[src/hw/asqr_defs.vh]
// Shared constants of the axis status query responder
`ifndef ASQR_DEFS_VH
`define ASQR_DEFS_VH

`define ASQR_AXES          4
`define ASQR_AX_W          2
`define ASQR_LAST_AXIS     2'h3
`define ASQR_LANE_W        32
`define ASQR_BUS_W         128
`define ASQR_ADDR_W        8
`define ASQR_DATA_W        32

// Register byte addresses
`define ASQR_CTRL_ADDR     8'h00
`define ASQR_CMD_ADDR      8'h04
`define ASQR_STAT_ADDR     8'h08
`define ASQR_DATA_ADDR     8'h0c

// Control register fields and reset value
`define ASQR_CTRL_ALL      0
`define ASQR_CTRL_SEL_LO   1
`define ASQR_CTRL_SEL_HI   2
`define ASQR_CTRL_RESET    3'h0

// Status register fields
`define ASQR_ST_BUSY       0
`define ASQR_ST_AVAIL      1
`define ASQR_ST_REJECT     2
`define ASQR_ST_CNT_LO     8
`define ASQR_ST_DONE_LO    16
`define ASQR_ST_LIMIT      20

// Command codes, low nibble of a command write
`define ASQR_OP_W          4
`define ASQR_OP_NONE       4'h0
`define ASQR_OP_AXIS_CLR   4'h1
`define ASQR_OP_ALL_CLR    4'h2
`define ASQR_OP_AXIS_QRY   4'h3
`define ASQR_OP_ALL_QRY    4'h4
`define ASQR_OP_ACCEL      4'h5
`define ASQR_OP_VEL        4'h6
`define ASQR_OP_UPOS       4'h7
`define ASQR_OP_DONE_CLR   4'h8

// Reply characters
`define ASQR_CH_LF         8'h0a
`define ASQR_CH_CR         8'h0d
`define ASQR_CH_COMMA      8'h2c
`define ASQR_CH_MINUS      8'h2d
`define ASQR_CH_DOT        8'h2e
`define ASQR_CH_ZERO       8'h30
`define ASQR_CH_P          8'h50
`define ASQR_CH_M          8'h4d
`define ASQR_CH_D          8'h44
`define ASQR_CH_N          8'h4e
`define ASQR_CH_L          8'h4c
`define ASQR_CH_H          8'h48

// Reply layout
`define ASQR_CIDX_W        2
`define ASQR_FLD_DIR       2'h0
`define ASQR_FLD_DONE      2'h1
`define ASQR_FLD_LIMIT     2'h2
`define ASQR_FLD_HOME      2'h3
`define ASQR_FRAME_STAT    2'h2
`define ASQR_FRAME_NUM     2'h1

// Number formatting
`define ASQR_VEL_FRAC      8
`define ASQR_VEL_HALF      33'h000000080
`define ASQR_DIGITS        10
`define ASQR_DIG_W         4
`define ASQR_DI_W          4
`define ASQR_BCD_W         40
`define ASQR_BCD_STEPS     6'h20
`define ASQR_INT_MIN_IDX   4'h0
`define ASQR_POS_MIN_IDX   4'h5
`define ASQR_POS_DOT_IDX   4'h4

// Reply buffer
`define ASQR_MEM_DEPTH     64
`define ASQR_PTR_W         6

`endif

[src/hw/asqr_reply_mem.v]
// Reply character buffer with registered read data
`timescale 1ns/1ps
`include "asqr_defs.vh"

module asqr_reply_mem (
    input  wire                    pclk,
    input  wire                    wr_en,
    input  wire [`ASQR_PTR_W-1:0]  wr_addr,
    input  wire [7:0]              wr_data,
    input  wire [`ASQR_PTR_W-1:0]  rd_addr,
    output reg  [7:0]              rd_data
);

reg [7:0] store [0:`ASQR_MEM_DEPTH-1];

always @(posedge pclk) begin
    if (wr_en) begin
        store[wr_addr] <= wr_data;
    end
    rd_data <= store[rd_addr];
end

endmodule // asqr_reply_mem

[src/hw/asqr_bcd.v]
// Sequential binary to decimal converter, one bit per cycle
`timescale 1ns/1ps
`include "asqr_defs.vh"

module asqr_bcd (
    input  wire                    pclk,
    input  wire                    presetn,
    input  wire                    start,
    input  wire [`ASQR_LANE_W-1:0] value,
    output reg                     done,
    output reg  [`ASQR_BCD_W-1:0]  bcd
);

reg [`ASQR_LANE_W-1:0] shift;
reg [5:0]              count;
reg                    active;
reg [`ASQR_BCD_W-1:0]  adj;
integer                i;

// Add three to digits above four
always @* begin
    adj = bcd;
    for (i = 0; i < `ASQR_DIGITS; i = i + 1) begin
        if (adj[i*`ASQR_DIG_W +: `ASQR_DIG_W] > 4'h4) begin
            adj[i*`ASQR_DIG_W +: `ASQR_DIG_W] = adj[i*`ASQR_DIG_W +: `ASQR_DIG_W] + 4'h3;
        end
    end
end

always @(posedge pclk or negedge presetn) begin
    if (!presetn) begin
        shift  <= {`ASQR_LANE_W{1'b0}};
        count  <= 6'h0;
        active <= 1'b0;
        done   <= 1'b0;
        bcd    <= {`ASQR_BCD_W{1'b0}};
    end else begin
        done <= 1'b0;
        if (start) begin
            shift  <= value;
            bcd    <= {`ASQR_BCD_W{1'b0}};
            count  <= `ASQR_BCD_STEPS;
            active <= 1'b1;
        end else if (active) begin
            bcd   <= {adj[`ASQR_BCD_W-2:0], shift[`ASQR_LANE_W-1]};
            shift <= {shift[`ASQR_LANE_W-2:0], 1'b0};
            count <= count - 6'h1;
            if (count == 6'h1) begin
                active <= 1'b0;
                done   <= 1'b1;
            end
        end
    end
end

endmodule // asqr_bcd

[src/hw/asqr_top.v]
// Axis status and query responder with APB register access
//
// Notes on behaviour
// RULE1: Axis status gives limit, home, done, direction of selected axis.
// RULE2: Axis status clears limit flag unless another axis in limit.
// RULE3: Axis status clears done flag.
// RULE4: Status reply: LF CR CR, four chars, LF CR CR.
// RULE5: Char 4: P positive, M negative.
// RULE6: Char 5: D after done notify, else N.
// RULE7: Char 6: L in limit, else N.
// RULE8: Char 7: H at home, else N.
// RULE9: All-axes status: fields comma separated, same framing.
// RULE10: All-axes status clears done flags.
// RULE11: Axis query: same reply, flags kept.
// RULE12: All-axes query: all fields, flags kept.
// RULE13: Accel: start when stopped, end at speed, else present.
// RULE14: Contour: accel gives lead-in value.
// RULE15: Accel framed by LF CR, comma separated.
// RULE16: Velocity gives present value, framed by LF CR.
// RULE17: Fractional jog: velocity integer part only.
// RULE18: Position: five fractional digits, framed.
// RULE19: Axis status, query, position only in single-axis mode.
// RULE20: Mode-invalid command ignored: no reply, no flag change.
//
// The APB slave port and the address map are this design's own decisions.
`timescale 1ns/1ps
`include "asqr_defs.vh"

module asqr_top (
    input  wire                    pclk,
    input  wire                    presetn,
    input  wire [`ASQR_ADDR_W-1:0] paddr,
    input  wire                    psel,
    input  wire                    penable,
    input  wire                    pwrite,
    input  wire [`ASQR_DATA_W-1:0] pwdata,
    output reg  [`ASQR_DATA_W-1:0] prdata,
    output reg                     pready,
    output reg                     pslverr,
    input  wire [`ASQR_AXES-1:0]   limit_pin,
    input  wire [`ASQR_AXES-1:0]   home_pin,
    input  wire [`ASQR_AXES-1:0]   axis_dir_neg,
    input  wire [`ASQR_AXES-1:0]   done_notify,
    input  wire [`ASQR_AXES-1:0]   axis_stopped,
    input  wire [`ASQR_AXES-1:0]   axis_at_speed,
    input  wire                    contour_active,
    input  wire                    fractional_jog,
    input  wire [`ASQR_BUS_W-1:0]  accel_start,
    input  wire [`ASQR_BUS_W-1:0]  accel_end,
    input  wire [`ASQR_BUS_W-1:0]  accel_now,
    input  wire [`ASQR_BUS_W-1:0]  accel_lead_in,
    input  wire [`ASQR_BUS_W-1:0]  velocity,
    input  wire [`ASQR_BUS_W-1:0]  user_position,
    output reg  [`ASQR_AXES-1:0]   done_flags,
    output reg                     limit_flag
);

localparam S_IDLE = 7'b0000001;
localparam S_HEAD = 7'b0000010;
localparam S_ITEM = 7'b0000100;
localparam S_CONV = 7'b0001000;
localparam S_NUM  = 7'b0010000;
localparam S_SEP  = 7'b0100000;
localparam S_TAIL = 7'b1000000;

reg  [6:0]                state;
reg  [`ASQR_OP_W-1:0]     op;
reg  [`ASQR_AX_W-1:0]     ax;
reg                       multi;
reg  [`ASQR_CIDX_W-1:0]   cidx;
reg  [`ASQR_DI_W-1:0]     di;
reg                       dot_done;
reg                       neg_q;
reg                       fmt_start;
reg  [`ASQR_LANE_W-1:0]   fmt_value;
reg                       mem_we;
reg  [`ASQR_PTR_W-1:0]    mem_waddr;
reg  [7:0]                mem_wdata;
reg  [`ASQR_PTR_W-1:0]    wr_ptr;
reg  [`ASQR_PTR_W-1:0]    rd_ptr;
reg  [`ASQR_AXES-1:0]     snap_done;
reg  [2:0]                ctrl;
reg                       rejected;
reg  [`ASQR_AXES-1:0]     lim_s1;
reg  [`ASQR_AXES-1:0]     lim_s2;
reg  [`ASQR_AXES-1:0]     lim_d;
reg  [`ASQR_AXES-1:0]     home_s1;
reg  [`ASQR_AXES-1:0]     home_s2;
wire                      fmt_done;
wire [`ASQR_BCD_W-1:0]    fmt_bcd;
wire [7:0]                mem_rdata;

wire                      all_mode = ctrl[`ASQR_CTRL_ALL];
wire [`ASQR_AX_W-1:0]     axis_sel = ctrl[`ASQR_CTRL_SEL_HI:`ASQR_CTRL_SEL_LO];
wire                      busy     = ~state[0];
wire                      avail    = ~busy & (rd_ptr != wr_ptr);
wire                      is_stat  = (op == `ASQR_OP_AXIS_CLR) | (op == `ASQR_OP_ALL_CLR) |
                                     (op == `ASQR_OP_AXIS_QRY) | (op == `ASQR_OP_ALL_QRY);
wire                      is_pos   = (op == `ASQR_OP_UPOS);
wire [`ASQR_CIDX_W-1:0]   frame_last = is_stat ? `ASQR_FRAME_STAT : `ASQR_FRAME_NUM;
wire                      apb_acc  = psel & penable;
wire                      apb_end  = apb_acc & pready;
wire [`ASQR_OP_W-1:0]     cmd_code = pwdata[`ASQR_OP_W-1:0];
wire                      cmd_wr   = apb_end & pwrite & (paddr == `ASQR_CMD_ADDR);
wire                      pop      = apb_end & ~pwrite & (paddr == `ASQR_DATA_ADDR) & avail;

function [`ASQR_LANE_W-1:0] lane;
    input [`ASQR_BUS_W-1:0] v;
    input [`ASQR_AX_W-1:0]  a;
    begin
        lane = v[a*`ASQR_LANE_W +: `ASQR_LANE_W];
    end
endfunction

function [`ASQR_AXES-1:0] onehot;
    input [`ASQR_AX_W-1:0] a;
    begin
        onehot = {{(`ASQR_AXES-1){1'b0}}, 1'b1} << a;
    end
endfunction

function [7:0] field_char;
    input [`ASQR_CIDX_W-1:0] idx;
    input                    neg;
    input                    dn;
    input                    lim;
    input                    home;
    begin
        case (idx)
            `ASQR_FLD_DIR:   field_char = neg ? `ASQR_CH_M : `ASQR_CH_P;   // see RULE5
            `ASQR_FLD_DONE:  field_char = dn ? `ASQR_CH_D : `ASQR_CH_N;    // see RULE6
            `ASQR_FLD_LIMIT: field_char = lim ? `ASQR_CH_L : `ASQR_CH_N;   // see RULE7
            default:         field_char = home ? `ASQR_CH_H : `ASQR_CH_N;  // see RULE8
        endcase
    end
endfunction

// Highest non-zero digit, at least min_idx
function [`ASQR_DI_W-1:0] first_digit;
    input [`ASQR_BCD_W-1:0] b;
    input [`ASQR_DI_W-1:0]  min_idx;
    integer                 k;
    begin
        first_digit = min_idx;
        for (k = 0; k < `ASQR_DIGITS; k = k + 1) begin
            if ((b[k*`ASQR_DIG_W +: `ASQR_DIG_W] != 4'h0) && (k > min_idx)) begin
                first_digit = k[`ASQR_DI_W-1:0];
            end
        end
    end
endfunction

// Switch pins are asynchronous to pclk
always @(posedge pclk or negedge presetn) begin
    if (!presetn) begin
        lim_s1  <= {`ASQR_AXES{1'b0}};
        lim_s2  <= {`ASQR_AXES{1'b0}};
        lim_d   <= {`ASQR_AXES{1'b0}};
        home_s1 <= {`ASQR_AXES{1'b0}};
        home_s2 <= {`ASQR_AXES{1'b0}};
    end else begin
        lim_s1  <= limit_pin;
        lim_s2  <= lim_s1;
        lim_d   <= lim_s2;
        home_s1 <= home_pin;
        home_s2 <= home_s1;
    end
end

// Command acceptance and mode check
reg mode_ok;
always @* begin
    case (cmd_code)
        `ASQR_OP_AXIS_CLR, `ASQR_OP_AXIS_QRY, `ASQR_OP_UPOS:
            mode_ok = ~all_mode;                                        // see RULE19
        `ASQR_OP_ALL_CLR, `ASQR_OP_ALL_QRY:
            mode_ok = all_mode;
        `ASQR_OP_ACCEL, `ASQR_OP_VEL, `ASQR_OP_DONE_CLR:
            mode_ok = 1'b1;
        default:
            mode_ok = 1'b0;
    endcase
end

wire accept   = cmd_wr & mode_ok & ~busy;                               // see RULE20
wire replying = accept & (cmd_code != `ASQR_OP_DONE_CLR);

// Flag side effects happen only for accepted commands
reg [`ASQR_AXES-1:0] done_clr;
reg                  lim_clr;
always @* begin
    done_clr = {`ASQR_AXES{1'b0}};
    lim_clr  = 1'b0;
    if (accept) begin
        case (cmd_code)
            `ASQR_OP_AXIS_CLR: begin
                done_clr = onehot(axis_sel);                            // see RULE3
                lim_clr  = ((lim_s2 & ~onehot(axis_sel)) == {`ASQR_AXES{1'b0}});  // see RULE2
            end
            `ASQR_OP_ALL_CLR:  done_clr = {`ASQR_AXES{1'b1}};           // see RULE10
            `ASQR_OP_DONE_CLR: done_clr = all_mode ? {`ASQR_AXES{1'b1}} : onehot(axis_sel);
            default:           done_clr = {`ASQR_AXES{1'b0}};
        endcase
    end
end

// A new event wins over a clear in the same cycle
always @(posedge pclk or negedge presetn) begin
    if (!presetn) begin
        done_flags <= {`ASQR_AXES{1'b0}};
        limit_flag <= 1'b0;
    end else begin
        done_flags <= (done_flags & ~done_clr) | done_notify;           // see RULE6
        limit_flag <= (|(lim_s2 & ~lim_d)) | (limit_flag & ~lim_clr);
    end
end

// Value selection for numeric replies
reg [`ASQR_LANE_W-1:0] num_mag;
reg                    num_neg;
reg [`ASQR_LANE_W-1:0] raw;
reg [`ASQR_LANE_W-1:0] mag;
reg [`ASQR_LANE_W:0]   rnd;
always @* begin
    raw     = {`ASQR_LANE_W{1'b0}};
    mag     = {`ASQR_LANE_W{1'b0}};
    rnd     = {(`ASQR_LANE_W+1){1'b0}};
    num_mag = {`ASQR_LANE_W{1'b0}};
    num_neg = 1'b0;
    case (op)
        `ASQR_OP_ACCEL: begin
            if (contour_active) begin
                num_mag = lane(accel_lead_in, ax);                      // see RULE14
            end else if (axis_stopped[ax]) begin
                num_mag = lane(accel_start, ax);                        // see RULE13
            end else if (axis_at_speed[ax]) begin
                num_mag = lane(accel_end, ax);
            end else begin
                num_mag = lane(accel_now, ax);
            end
        end
        `ASQR_OP_VEL: begin
            raw = lane(velocity, ax);                                   // see RULE16
            mag = raw[`ASQR_LANE_W-1] ? -raw : raw;
            if (fractional_jog) begin
                rnd = {1'b0, mag} >> `ASQR_VEL_FRAC;                    // see RULE17
            end else begin
                rnd = ({1'b0, mag} + `ASQR_VEL_HALF) >> `ASQR_VEL_FRAC;
            end
            num_mag = rnd[`ASQR_LANE_W-1:0];
            num_neg = raw[`ASQR_LANE_W-1] & (num_mag != {`ASQR_LANE_W{1'b0}});
        end
        `ASQR_OP_UPOS: begin
            raw     = lane(user_position, ax);
            num_mag = raw[`ASQR_LANE_W-1] ? -raw : raw;
            num_neg = raw[`ASQR_LANE_W-1];
        end
        default: num_mag = {`ASQR_LANE_W{1'b0}};
    endcase
end

task emit;
    input [7:0] ch;
    begin
        mem_we    <= 1'b1;
        mem_waddr <= wr_ptr;
        mem_wdata <= ch;
        wr_ptr    <= wr_ptr + {{(`ASQR_PTR_W-1){1'b0}}, 1'b1};
    end
endtask

// Reply builder, at most one character per cycle
always @(posedge pclk or negedge presetn) begin
    if (!presetn) begin
        state     <= S_IDLE;
        op        <= `ASQR_OP_NONE;
        ax        <= {`ASQR_AX_W{1'b0}};
        multi     <= 1'b0;
        cidx      <= {`ASQR_CIDX_W{1'b0}};
        di        <= {`ASQR_DI_W{1'b0}};
        dot_done  <= 1'b0;
        neg_q     <= 1'b0;
        fmt_start <= 1'b0;
        fmt_value <= {`ASQR_LANE_W{1'b0}};
        mem_we    <= 1'b0;
        mem_waddr <= {`ASQR_PTR_W{1'b0}};
        mem_wdata <= 8'h00;
        wr_ptr    <= {`ASQR_PTR_W{1'b0}};
        snap_done <= {`ASQR_AXES{1'b0}};
    end else begin
        mem_we    <= 1'b0;
        fmt_start <= 1'b0;
        case (state)
            S_IDLE: begin
                if (replying) begin
                    op        <= cmd_code;
                    multi     <= all_mode;
                    ax        <= all_mode ? {`ASQR_AX_W{1'b0}} : axis_sel;  // see RULE1
                    snap_done <= done_flags;
                    wr_ptr    <= {`ASQR_PTR_W{1'b0}};
                    cidx      <= {`ASQR_CIDX_W{1'b0}};
                    state     <= S_HEAD;
                end
            end
            S_HEAD, S_TAIL: begin
                // Status replies carry LF CR CR, numeric replies LF CR
                emit((cidx == {`ASQR_CIDX_W{1'b0}}) ? `ASQR_CH_LF : `ASQR_CH_CR);  // see RULE4
                if (cidx == frame_last) begin
                    cidx  <= {`ASQR_CIDX_W{1'b0}};
                    state <= (state == S_HEAD) ? S_ITEM : S_IDLE;
                end else begin
                    cidx <= cidx + {{(`ASQR_CIDX_W-1){1'b0}}, 1'b1};
                end
            end
            S_ITEM: begin
                if (is_stat) begin
                    // Snapshot lets a clearing request still show D
                    emit(field_char(cidx, axis_dir_neg[ax], snap_done[ax],
                                    lim_s2[ax], home_s2[ax]));          // see RULE11
                    if (cidx == `ASQR_FLD_HOME) begin
                        cidx  <= {`ASQR_CIDX_W{1'b0}};
                        state <= S_SEP;
                    end else begin
                        cidx <= cidx + {{(`ASQR_CIDX_W-1){1'b0}}, 1'b1};
                    end
                end else begin
                    fmt_start <= 1'b1;
                    fmt_value <= num_mag;
                    neg_q     <= num_neg;
                    state     <= S_CONV;
                end
            end
            S_CONV: begin
                if (fmt_done) begin
                    di       <= first_digit(fmt_bcd, is_pos ? `ASQR_POS_MIN_IDX
                                                            : `ASQR_INT_MIN_IDX);
                    dot_done <= 1'b0;
                    if (neg_q) begin
                        emit(`ASQR_CH_MINUS);
                    end
                    state <= S_NUM;
                end
            end
            S_NUM: begin
                if (is_pos && (di == `ASQR_POS_DOT_IDX) && !dot_done) begin
                    emit(`ASQR_CH_DOT);                                 // see RULE18
                    dot_done <= 1'b1;
                end else begin
                    emit(`ASQR_CH_ZERO + {4'h0, fmt_bcd[di*`ASQR_DIG_W +: `ASQR_DIG_W]});
                    if (di == {`ASQR_DI_W{1'b0}}) begin
                        state <= S_SEP;
                    end else begin
                        di <= di - {{(`ASQR_DI_W-1){1'b0}}, 1'b1};
                    end
                end
            end
            S_SEP: begin
                cidx <= {`ASQR_CIDX_W{1'b0}};
                if (multi && (ax != `ASQR_LAST_AXIS)) begin
                    emit(`ASQR_CH_COMMA);                               // see RULE9
                    ax    <= ax + {{(`ASQR_AX_W-1){1'b0}}, 1'b1};       // see RULE12
                    state <= S_ITEM;
                end else begin
                    state <= S_TAIL;                                    // see RULE15
                end
            end
            default: state <= S_IDLE;
        endcase
    end
end

// APB slave: one wait cycle in every access phase
reg [`ASQR_DATA_W-1:0] rd_value;
reg                    mapped;
always @* begin
    rd_value = {`ASQR_DATA_W{1'b0}};
    mapped   = 1'b1;
    case (paddr)
        `ASQR_CTRL_ADDR: rd_value[2:0] = ctrl;
        `ASQR_CMD_ADDR:  rd_value = {`ASQR_DATA_W{1'b0}};
        `ASQR_STAT_ADDR: begin
            rd_value[`ASQR_ST_BUSY]   = busy;
            rd_value[`ASQR_ST_AVAIL]  = avail;
            rd_value[`ASQR_ST_REJECT] = rejected;
            rd_value[`ASQR_ST_CNT_LO +: `ASQR_PTR_W] = wr_ptr - rd_ptr;
            rd_value[`ASQR_ST_DONE_LO +: `ASQR_AXES] = done_flags;
            rd_value[`ASQR_ST_LIMIT]  = limit_flag;
        end
        `ASQR_DATA_ADDR: rd_value[7:0] = avail ? mem_rdata : 8'h00;
        default:         mapped = 1'b0;
    endcase
end

always @(posedge pclk or negedge presetn) begin
    if (!presetn) begin
        pready   <= 1'b0;
        prdata   <= {`ASQR_DATA_W{1'b0}};
        pslverr  <= 1'b0;
        ctrl     <= `ASQR_CTRL_RESET;
        rejected <= 1'b0;
        rd_ptr   <= {`ASQR_PTR_W{1'b0}};
    end else begin
        if (apb_acc && !pready) begin
            pready  <= 1'b1;
            prdata  <= pwrite ? {`ASQR_DATA_W{1'b0}} : rd_value;
            pslverr <= ~mapped;
        end else begin
            pready  <= 1'b0;
            pslverr <= 1'b0;
        end
        if (apb_end && pwrite && (paddr == `ASQR_CTRL_ADDR)) begin
            ctrl <= pwdata[2:0];
        end
        if (cmd_wr) begin
            rejected <= ~accept;
        end
        // A new reply discards whatever is left unread
        if (replying) begin
            rd_ptr <= {`ASQR_PTR_W{1'b0}};
        end else if (pop) begin
            rd_ptr <= rd_ptr + {{(`ASQR_PTR_W-1){1'b0}}, 1'b1};
        end
    end
end

asqr_bcd u_bcd (
    .pclk    (pclk),
    .presetn (presetn),
    .start   (fmt_start),
    .value   (fmt_value),
    .done    (fmt_done),
    .bcd     (fmt_bcd)
);

asqr_reply_mem u_mem (
    .pclk    (pclk),
    .wr_en   (mem_we),
    .wr_addr (mem_waddr),
    .wr_data (mem_wdata),
    .rd_addr (rd_ptr),
    .rd_data (mem_rdata)
);

endmodule // asqr_top

[config.mk]
export PLATFORM = sky130hd
export DESIGN_NAME = asqr_top
export DESIGN_NICKNAME = d
export VERILOG_FILES = /design/src/hw/asqr_reply_mem.v /design/src/hw/asqr_bcd.v /design/src/hw/asqr_top.v
export VERILOG_INCLUDE_DIRS = /design/src /design/src/hw
export SDC_FILE = /design/constraint.sdc
export NUM_CORES = 1
export LEC_CHECK = 0
export ABC_AREA = 1
export BUFFER_PORTS_ARGS = -buffer_cell sky130_fd_sc_hd__clkbuf_2
export CAP_MARGIN = 20
export CORE_AREA = 4 4 344 346
export CTS_BUF_LIST = sky130_fd_sc_hd__clkbuf_8
export DETAILED_ROUTE_END_ITERATION = 16
export DIE_AREA = 0 0 348 350
export GPL_TIMING_DRIVEN = 0
export PLACE_DENSITY = 0.62
export SLEW_MARGIN = 25
export SYNTH_ARGS = -nofsm -noshare
export SYNTH_HDL_FRONTEND = slang
export SYNTH_SLANG_ARGS = --single-unit
[constraint.sdc]
create_clock -name pclk -period 3.5 [get_ports pclk]
set_input_delay 0 -clock pclk [delete_from_list [all_inputs] [get_ports pclk]]
set_output_delay 0 -clock pclk [all_outputs]
set_load 0.01 [all_outputs]
==> key figures, run 1 <==
Finish
  • Layout cell share with drive strength beyond 1: 25.3%
  • NumNets Final: 6,639
  • Final cell count without fillers: 7,408
  • Layout Cell Area excl Fill: 0.0498 mm^2
  • Multi-input gate area: 0.0179 mm^2
  • P&R area growth vs syn: 30.2%
  • Filler cell count: 11,900
  • Finished Core Util: 43.2%
  • Register Area: 0.0190 mm^2

Yosys
  • Synth cell types: 69
  • Synth top cells by count: nand2_1, nor2_1, o21ai_0, edfxtp_1, nand3_1
  • Synth top area cells: edfxtp_1, dfrtp_1, nand2_1
  • Post-synth EDFFs: 448
  • Post-synth ARST share: 32.0%
  • Most frequent cell after synthesis: nand2_1
  • Predominant post-synthesis flop cell: edfxtp_1
  • #FFs+latches synth: 669
  • Sequential fraction of the synthesis area: 49.5%
  • Mapped cell area: 0.0383 mm^2
  • Largest area contributor in the netlist: edfxtp_1
  • Yosys top cell area share: 35.2%
  • Syn avg cell area: 8.18 um^2
  • YS warnings: 0
  • Post-Synthesis Cells: 4,676

GRT
  • Global-route usage over all layers: 37.1%
  • Total grt overflow: 0
  • First-pass GRT wire length: 316 mm
  • Vias in the first global route: 40,800
  • Initial antenna violation count: 56
  • Largest net degree at the start of global routing: 86

Clocking
  • H-Tree Level Count: 3
  • Clock Tree Root: clkbuf_8
  • CTS buffer count: 106
  • Clock transition at path regs: 0.07 ns
  • Clk sink count: 669
  • CTS tree: done
  • Clock Path Buffers: 3
  • Clock latency at the later pin of the worst-skew pair: 0.72 ns

Drt
  • Remaining routing DRC violations: 0
  • Post-route ant nets: 0
  • Total number of vias: 42,400
  • Detailed router's first-iteration violation count: 5,368
  • Wire length per cell: 31.7 um
  • Vias per cell: 5.72
  • Final wirelength: 235 mm
  • Router iterations before antenna repair: 6

Critical path
  • Crit Path Max Fanout: 10
  • CP Capture Type: register
  • Crit start category: register
  • Worst Setup Path Type: register to register
  • Critical path required time: 4.14 ns
  • WP data arrival: 4.30 ns

Placement
  • DP HPWL: 190 mm
  • Setup WS pre-CTS: -1.63 ns
  • Placed cell areas: 0.0446 mm^2
  • Placed Instances: 7,055
  • # port buffers: 834
  • GP Congestion: 1.07

Timing
  • RSZ-0062 raised after global routing: yes
  • Worst Slack Setup Final: -0.156 ns
  • Fmax: 0.274 GHz
  • Post-route minimum period: 3.66 ns
  • Period utilization: 104%
  • Slew of the pin with the lowest slew margin: 1.26 ns
  • Final setup viols: 13
  • Final Hold Violating Endpoints: 0
  • Pins over their slew limit: 0
  • Slew HR: 15.8%
  • Worst Skew: 0.0305 ns

Floorplan
  • Die height: 350 um
  • Area of the die: 0.122 mm^2
  • CORE AREA: 0.115 mm^2
  • Starting density of the core: 33.2%
  • # IOs: 878
  • Die Width: 348 um
  • FP Rows: 125

Status
  • Violated checks: negative setup slack
  • Status: finished with violations

Power
  • VDD IR max: 289 uV
  • Power per cell area: 353 mW/mm^2
  • LEAKAGE: 21.3 nW
  • Tot Pwr: 17.6 mW

Flow run
  • Max Cap Viol: 0

Min path
  • Class of the worst hold path: input pin to asynchronous set/reset pin
-- area by class of cell --
type,count,share of cell area (%)
antenna,33,0.166
buffer,310,4.40
clock buffer,116,3.20
clock inverter,72,0.844
inverter,285,2.17
multi-input combinational,3424,36.0
sequential,669,38.1
tap,1524,3.83
timing repair buffer,975,11.3
-- report_power, final --
part | leakage [nW] | internal [mW] | switching [mW]
clock | 1.15 | 3.33 | 3.14
combinational | 13.1 | 0.943 | 1.67
sequential | 7.12 | 8.42 | 0.0600
total | 21.3 | 12.7 | 4.87
-- through the flow --
step | hold WS [ns] | TNS, ns
after floorplan | -0.296 | 0
after global placement | 0.111 | -477.32
after detailed placement | -0.0425 | -50.31
after CTS | 0.000585 | -0.0248
after global routing | 0.0610 | -2.07
final | 0.0300 | -0.632
-- worst paths after layout --
path | to | start | slack (ns) | depth (start not counted)
setup / recovery | fmt_value[0] | ax[0] | -0.16 | 18
hold / removal | u_bcd.shift[8] | presetn | 0.03 | 3
setup reg to reg | fmt_value[0] | ax[0] | -0.16 | 18
hold reg to reg | home_s2[1] | home_s1[1] | 0.35 | 0
max in group asynchronous | u_bcd.count[0] | presetn | 2.93 | 4
min in group pclk | fmt_value[25] | user_position[121] | 0.03 | 6
-- state kept, by name, indices dropped and copies added (netlist names), 3 cells and up --
name,flops
fmt_value,32
ctrl,3
u_bcd.count,6
op,4
mem_waddr,6
di,4
u_mem.rd_data,7
wr_ptr,6
u_bcd.shift,32
snap_done,4
lim_d,4
done_flags,4
home_s1,4
state,7
u_bcd.bcd,40
lim_s2,4
mem_wdata,7
home_s2,4
u_mem.store,448
lim_s1,4
rd_ptr,6
prdata,18
-- cells by family (layout without fill, tap and decap cells) --
kind of cell | Yosys count | after routing | share of synthesized area [%]
xor+xnor | 18 | 18 | 0.412
buf+inv | 596 | 1758 | 6.68
flops | 669 | 669 | 49.5
simple gates | 2165 | 2165 | 23.5
compound gates | 1191 | 1191 | 18.8
other cells | 1 | 47 | 0.00980
mux | 7 | 7 | 0.183
fa+ha+maj | 29 | 29 | 0.968
-- layer usage --
layer	track usage [%]	vias up	share of wire, %
li1	-	18600	-
met1	48.0	20600	40
met5	0	-	0.058
met2	53.9	2715	41
met4	19.2	20	6.0
met3	14.2	454	13
-- placed cells by master (no fill, tap or decap), types with 21 or more instances in the layout --
cell / count
clkbuf_8: 119
o221ai_1: 45
nand3_2: 28
o21ai_1: 31
diode_2: 33
nand2_2: 56
nand2_1: 1047
nor3_1: 32
clkbuf_2: 857
inv_1: 292
buf_4: 90
a31oi_1: 22
nor2_1: 566
dfrtp_1: 204
nand3_1: 294
clkbuf_1: 138
ha_1: 26
a32o_1: 54
buf_12: 22
o211ai_1: 133
nand4_1: 40
o21ai_0: 454
o22ai_1: 102
clkinv_1: 21
a21oi_1: 231
edfxtp_1: 448
dlygate4sd3_1: 69
buf_6: 46
nor2_4: 25
-- worst max-delay path: stages, from the launching register on --
cell	delay [ns]
dfrtp_2	0.50
buf_8	0.18
buf_6	0.14
buf_12	0.15
buf_12	0.15
buf_8	0.15
nand2_2	0.07
nand3_4	0.24
nand2_4	0.20
buf_8	0.13
buf_12	0.13
o21ai_2	0.05
o211ai_1	0.64
nand3_1	0.19
nand3_2	0.15
o311ai_4	0.16
o2111ai_1	0.16
o21ai_1	0.09
inv_1	0.07
-- what timing repair did --
action	CTS	global route
hold buffers	70	0
gates cloned	2	1
hold endpoints to repair	275	0
setup endpoints to repair	54	54
pin swaps	45	48
buffers inserted	36	24
gates resized for setup	334	207
No activity file was read; power rests on OpenSTA's default activity.
==> inputs of run 2 (changes only) <==
- PLACE_DENSITY: 0.62 -> unset
==> run 2 against run 1 <==
Compared with the run above: the run still ends with negative setup slack left; worst hold slack got worse by 0.028 ns; largest power group unchanged; largest cell class unchanged; count of clock-buffer cells in the layout is 1 higher; combinational power shrank 2%; clock power down 3%; wire length rose by 1.3%.
==> key figures, run 2 (synthesis gave the netlist of run 1 again) <==
Power
  • Switching Power: 4.85 mW
  • LEAKAGE: 21.3 nW
  • Switching Fraction: 27.9%
  • Internal: 12.5 mW
  • Power per cell area: 348 mW/mm^2
  • Clock power share: 36.3%
  • Logic pwr share: 14.8%
  • VDD IR max: 280 uV
  • Sequential power share: 48.9%

Status
  • Violated checks: negative setup slack
  • Status: finished with violations

Timing
  • Period utilization: 104%
  • RSZ-0062 raised after global routing: yes
  • Worst Skew: 0.0458 ns
  • Slew of the pin with the lowest slew margin: 1.13 ns
  • Post-route minimum period: 3.65 ns
  • Setup TNS: -1.18 ns
  • Slew HR: 24.5%
  • Worst Slack Setup Final: -0.154 ns
  • Fmax: 0.274 GHz
  • Pins over their slew limit: 0
  • Final setup viols: 17
  • Final Hold Violating Endpoints: 0

Floorplan
  • FP Rows: 125
  • Area of the die: 0.122 mm^2
  • CORE AREA: 0.115 mm^2
  • # IOs: 878
  • Starting density of the core: 33.2%
  • Die Width: 348 um
  • Die height: 350 um

Critical path
  • Crit start category: register
  • Crit Path Max Fanout: 6
  • Critical path required time: 4.11 ns
  • Critical path origin: ax[0]
  • WP data arrival: 4.26 ns
  • CP Capture Type: register
  • Reg2reg start: ax[0]
  • Worst Setup Path Type: register to register

Finish
  • Regs by FF count: u_mem.store (448), u_bcd.bcd (40)
  • Leading cell type in the layout, fill and taps excluded: nand2_1
  • P&R area growth vs syn: 30.2%
  • Layout cell share with drive strength beyond 1: 25.1%
  • NumNets Final: 6,617
  • Commonest non-fill, non-tap cells in the layout: nand2_1, clkbuf_2, nor2_1
  • Top reg by flops: u_mem.store
  • Filler cell count: 11,900
  • Max reg flops: 448
  • Layout Cell Area excl Fill: 0.0498 mm^2

Drt
  • Wire length per cell: 32.1 um
  • Final wirelength: 238 mm
  • Post-route ant nets: 0
  • Router iterations before antenna repair: 7
  • Vias per cell: 5.73
  • Total number of vias: 42,400
  • Remaining routing DRC violations: 0
  • Detailed router's first-iteration violation count: 5,464

GRT
  • Vias in the first global route: 40,000
  • Total grt overflow: 0
  • Largest net degree at the start of global routing: 87
  • Initial antenna violation count: 73
  • Global-route usage over all layers: 37.5%
  • First-pass GRT wire length: 318 mm

Clocking
  • Clock Tree Root: clkbuf_8
  • CTS tree: done
  • Clock latency at the later pin of the worst-skew pair: 0.72 ns
  • H-Tree Level Count: 3
  • Clk sink count: 669
  • Clock transition at path regs: 0.06 ns
  • CTS buffer count: 106
  • Clock Path Buffers: 3

Min path
  • HP Start: accel_end[125]
  • Class of the worst hold path: input pin to register

Placement
  • DP HPWL: 193 mm
  • GP Congestion: 1.05
  • # port buffers: 834
  • Placed cell areas: 0.0446 mm^2

Flow run
  • Max Cap Viol: 0
-- run 2: power groups by stage --
stage               clock (mW)  sequential, mW  combinational, mW
floorplan                    0            8.61              0.937
global placement             0            8.64               2.20
detailed placement           0            8.63               2.21
CTS                       6.35            8.48               2.38
global route              6.71            8.48               2.69
finish                    6.30            8.48               2.57
-- run 2: layout make-up --
class / count / area, um^2 / share of cell area (%)
Antenna cell: 43 / 108 / 0.216
Multi-Input combinational cell: 3424 / 18000 / 36.1
Sequential cell: 669 / 19000 / 38.1
Inverter: 285 / 1080 / 2.18
Timing Repair Buffer: 954 / 5500 / 11.0
Clock buffer: 117 / 1610 / 3.23
Buffer: 309 / 2270 / 4.56
Tap cell: 1524 / 1910 / 3.83
Clock inverter: 77 / 373 / 0.749
-- run 2: final timing paths --
check | to | slack [ns] | cells past startpoint
worst max-delay path | fmt_value[22] | -0.15 | 25
worst min-delay path | fmt_value[29] | 0.002 | 7
worst max register to register | fmt_value[22] | -0.15 | 25
worst min register to register | home_s2[1] | 0.35 | 0
max in group asynchronous | ax[0] | 2.26 | 4
min in group asynchronous | fmt_value[11] | 0.04 | 2
-- run 2: repair_timing --
item,4_1_cts,5_1_grt
gates cloned,2,4
hold endpoints to repair,186,0
hold buffers,66,0
pin swaps,35,62
setup endpoints to repair,52,58
buffers inserted,27,13
resized for setup,333,243
-- run 2: layer usage --
layer  vias up  global-route usage [%]  wire (um)
met5         -                       0        214
met4        32                    14.7      10200
met3       397                    13.5      30400
met2      2716                    55.1      99700
met1     20700                    50.3      97100
li1      18500                       -          -
-- run 2: worst max-delay path, stage by stage (launching register included) --
cell	delay (ns)
dfrtp_2	0.54
buf_8	0.19
inv_6	0.06
buf_8	0.13
buf_12	0.14
buf_12	0.14
nor2_4	0.07
nor2_2	0.05
a21oi_4	0.24
ha_2	0.21
inv_1	0.06
nor2_2	0.12
nand3_2	0.12
nor2_4	0.16
nand3_4	0.09
nor2_4	0.13
nand3_4	0.10
nor2_4	0.13
nand2_4	0.09
buf_12	0.13
o21ai_4	0.16
a21oi_2	0.07
o21ai_2	0.10
nand2_1	0.07
o21ai_1	0.15
nand2_1	0.06
-- run 2: through the flow --
stage                     power [mW]  setup slack (ns)  std cells  hold WS, ns  utilization [%]
after floorplan                 9.55             0.514       4689       -0.296                -
after global placement          10.8             -2.07       7047        0.113             38.5
after detailed placement        10.8             -1.93       7055       0.0528             38.6
after CTS                       17.2           -0.0422       7344      0.00664             42.2
after global routing            17.9            -0.250       7380       0.0542             43.1
final                           17.3            -0.154       7402      0.00233             43.2
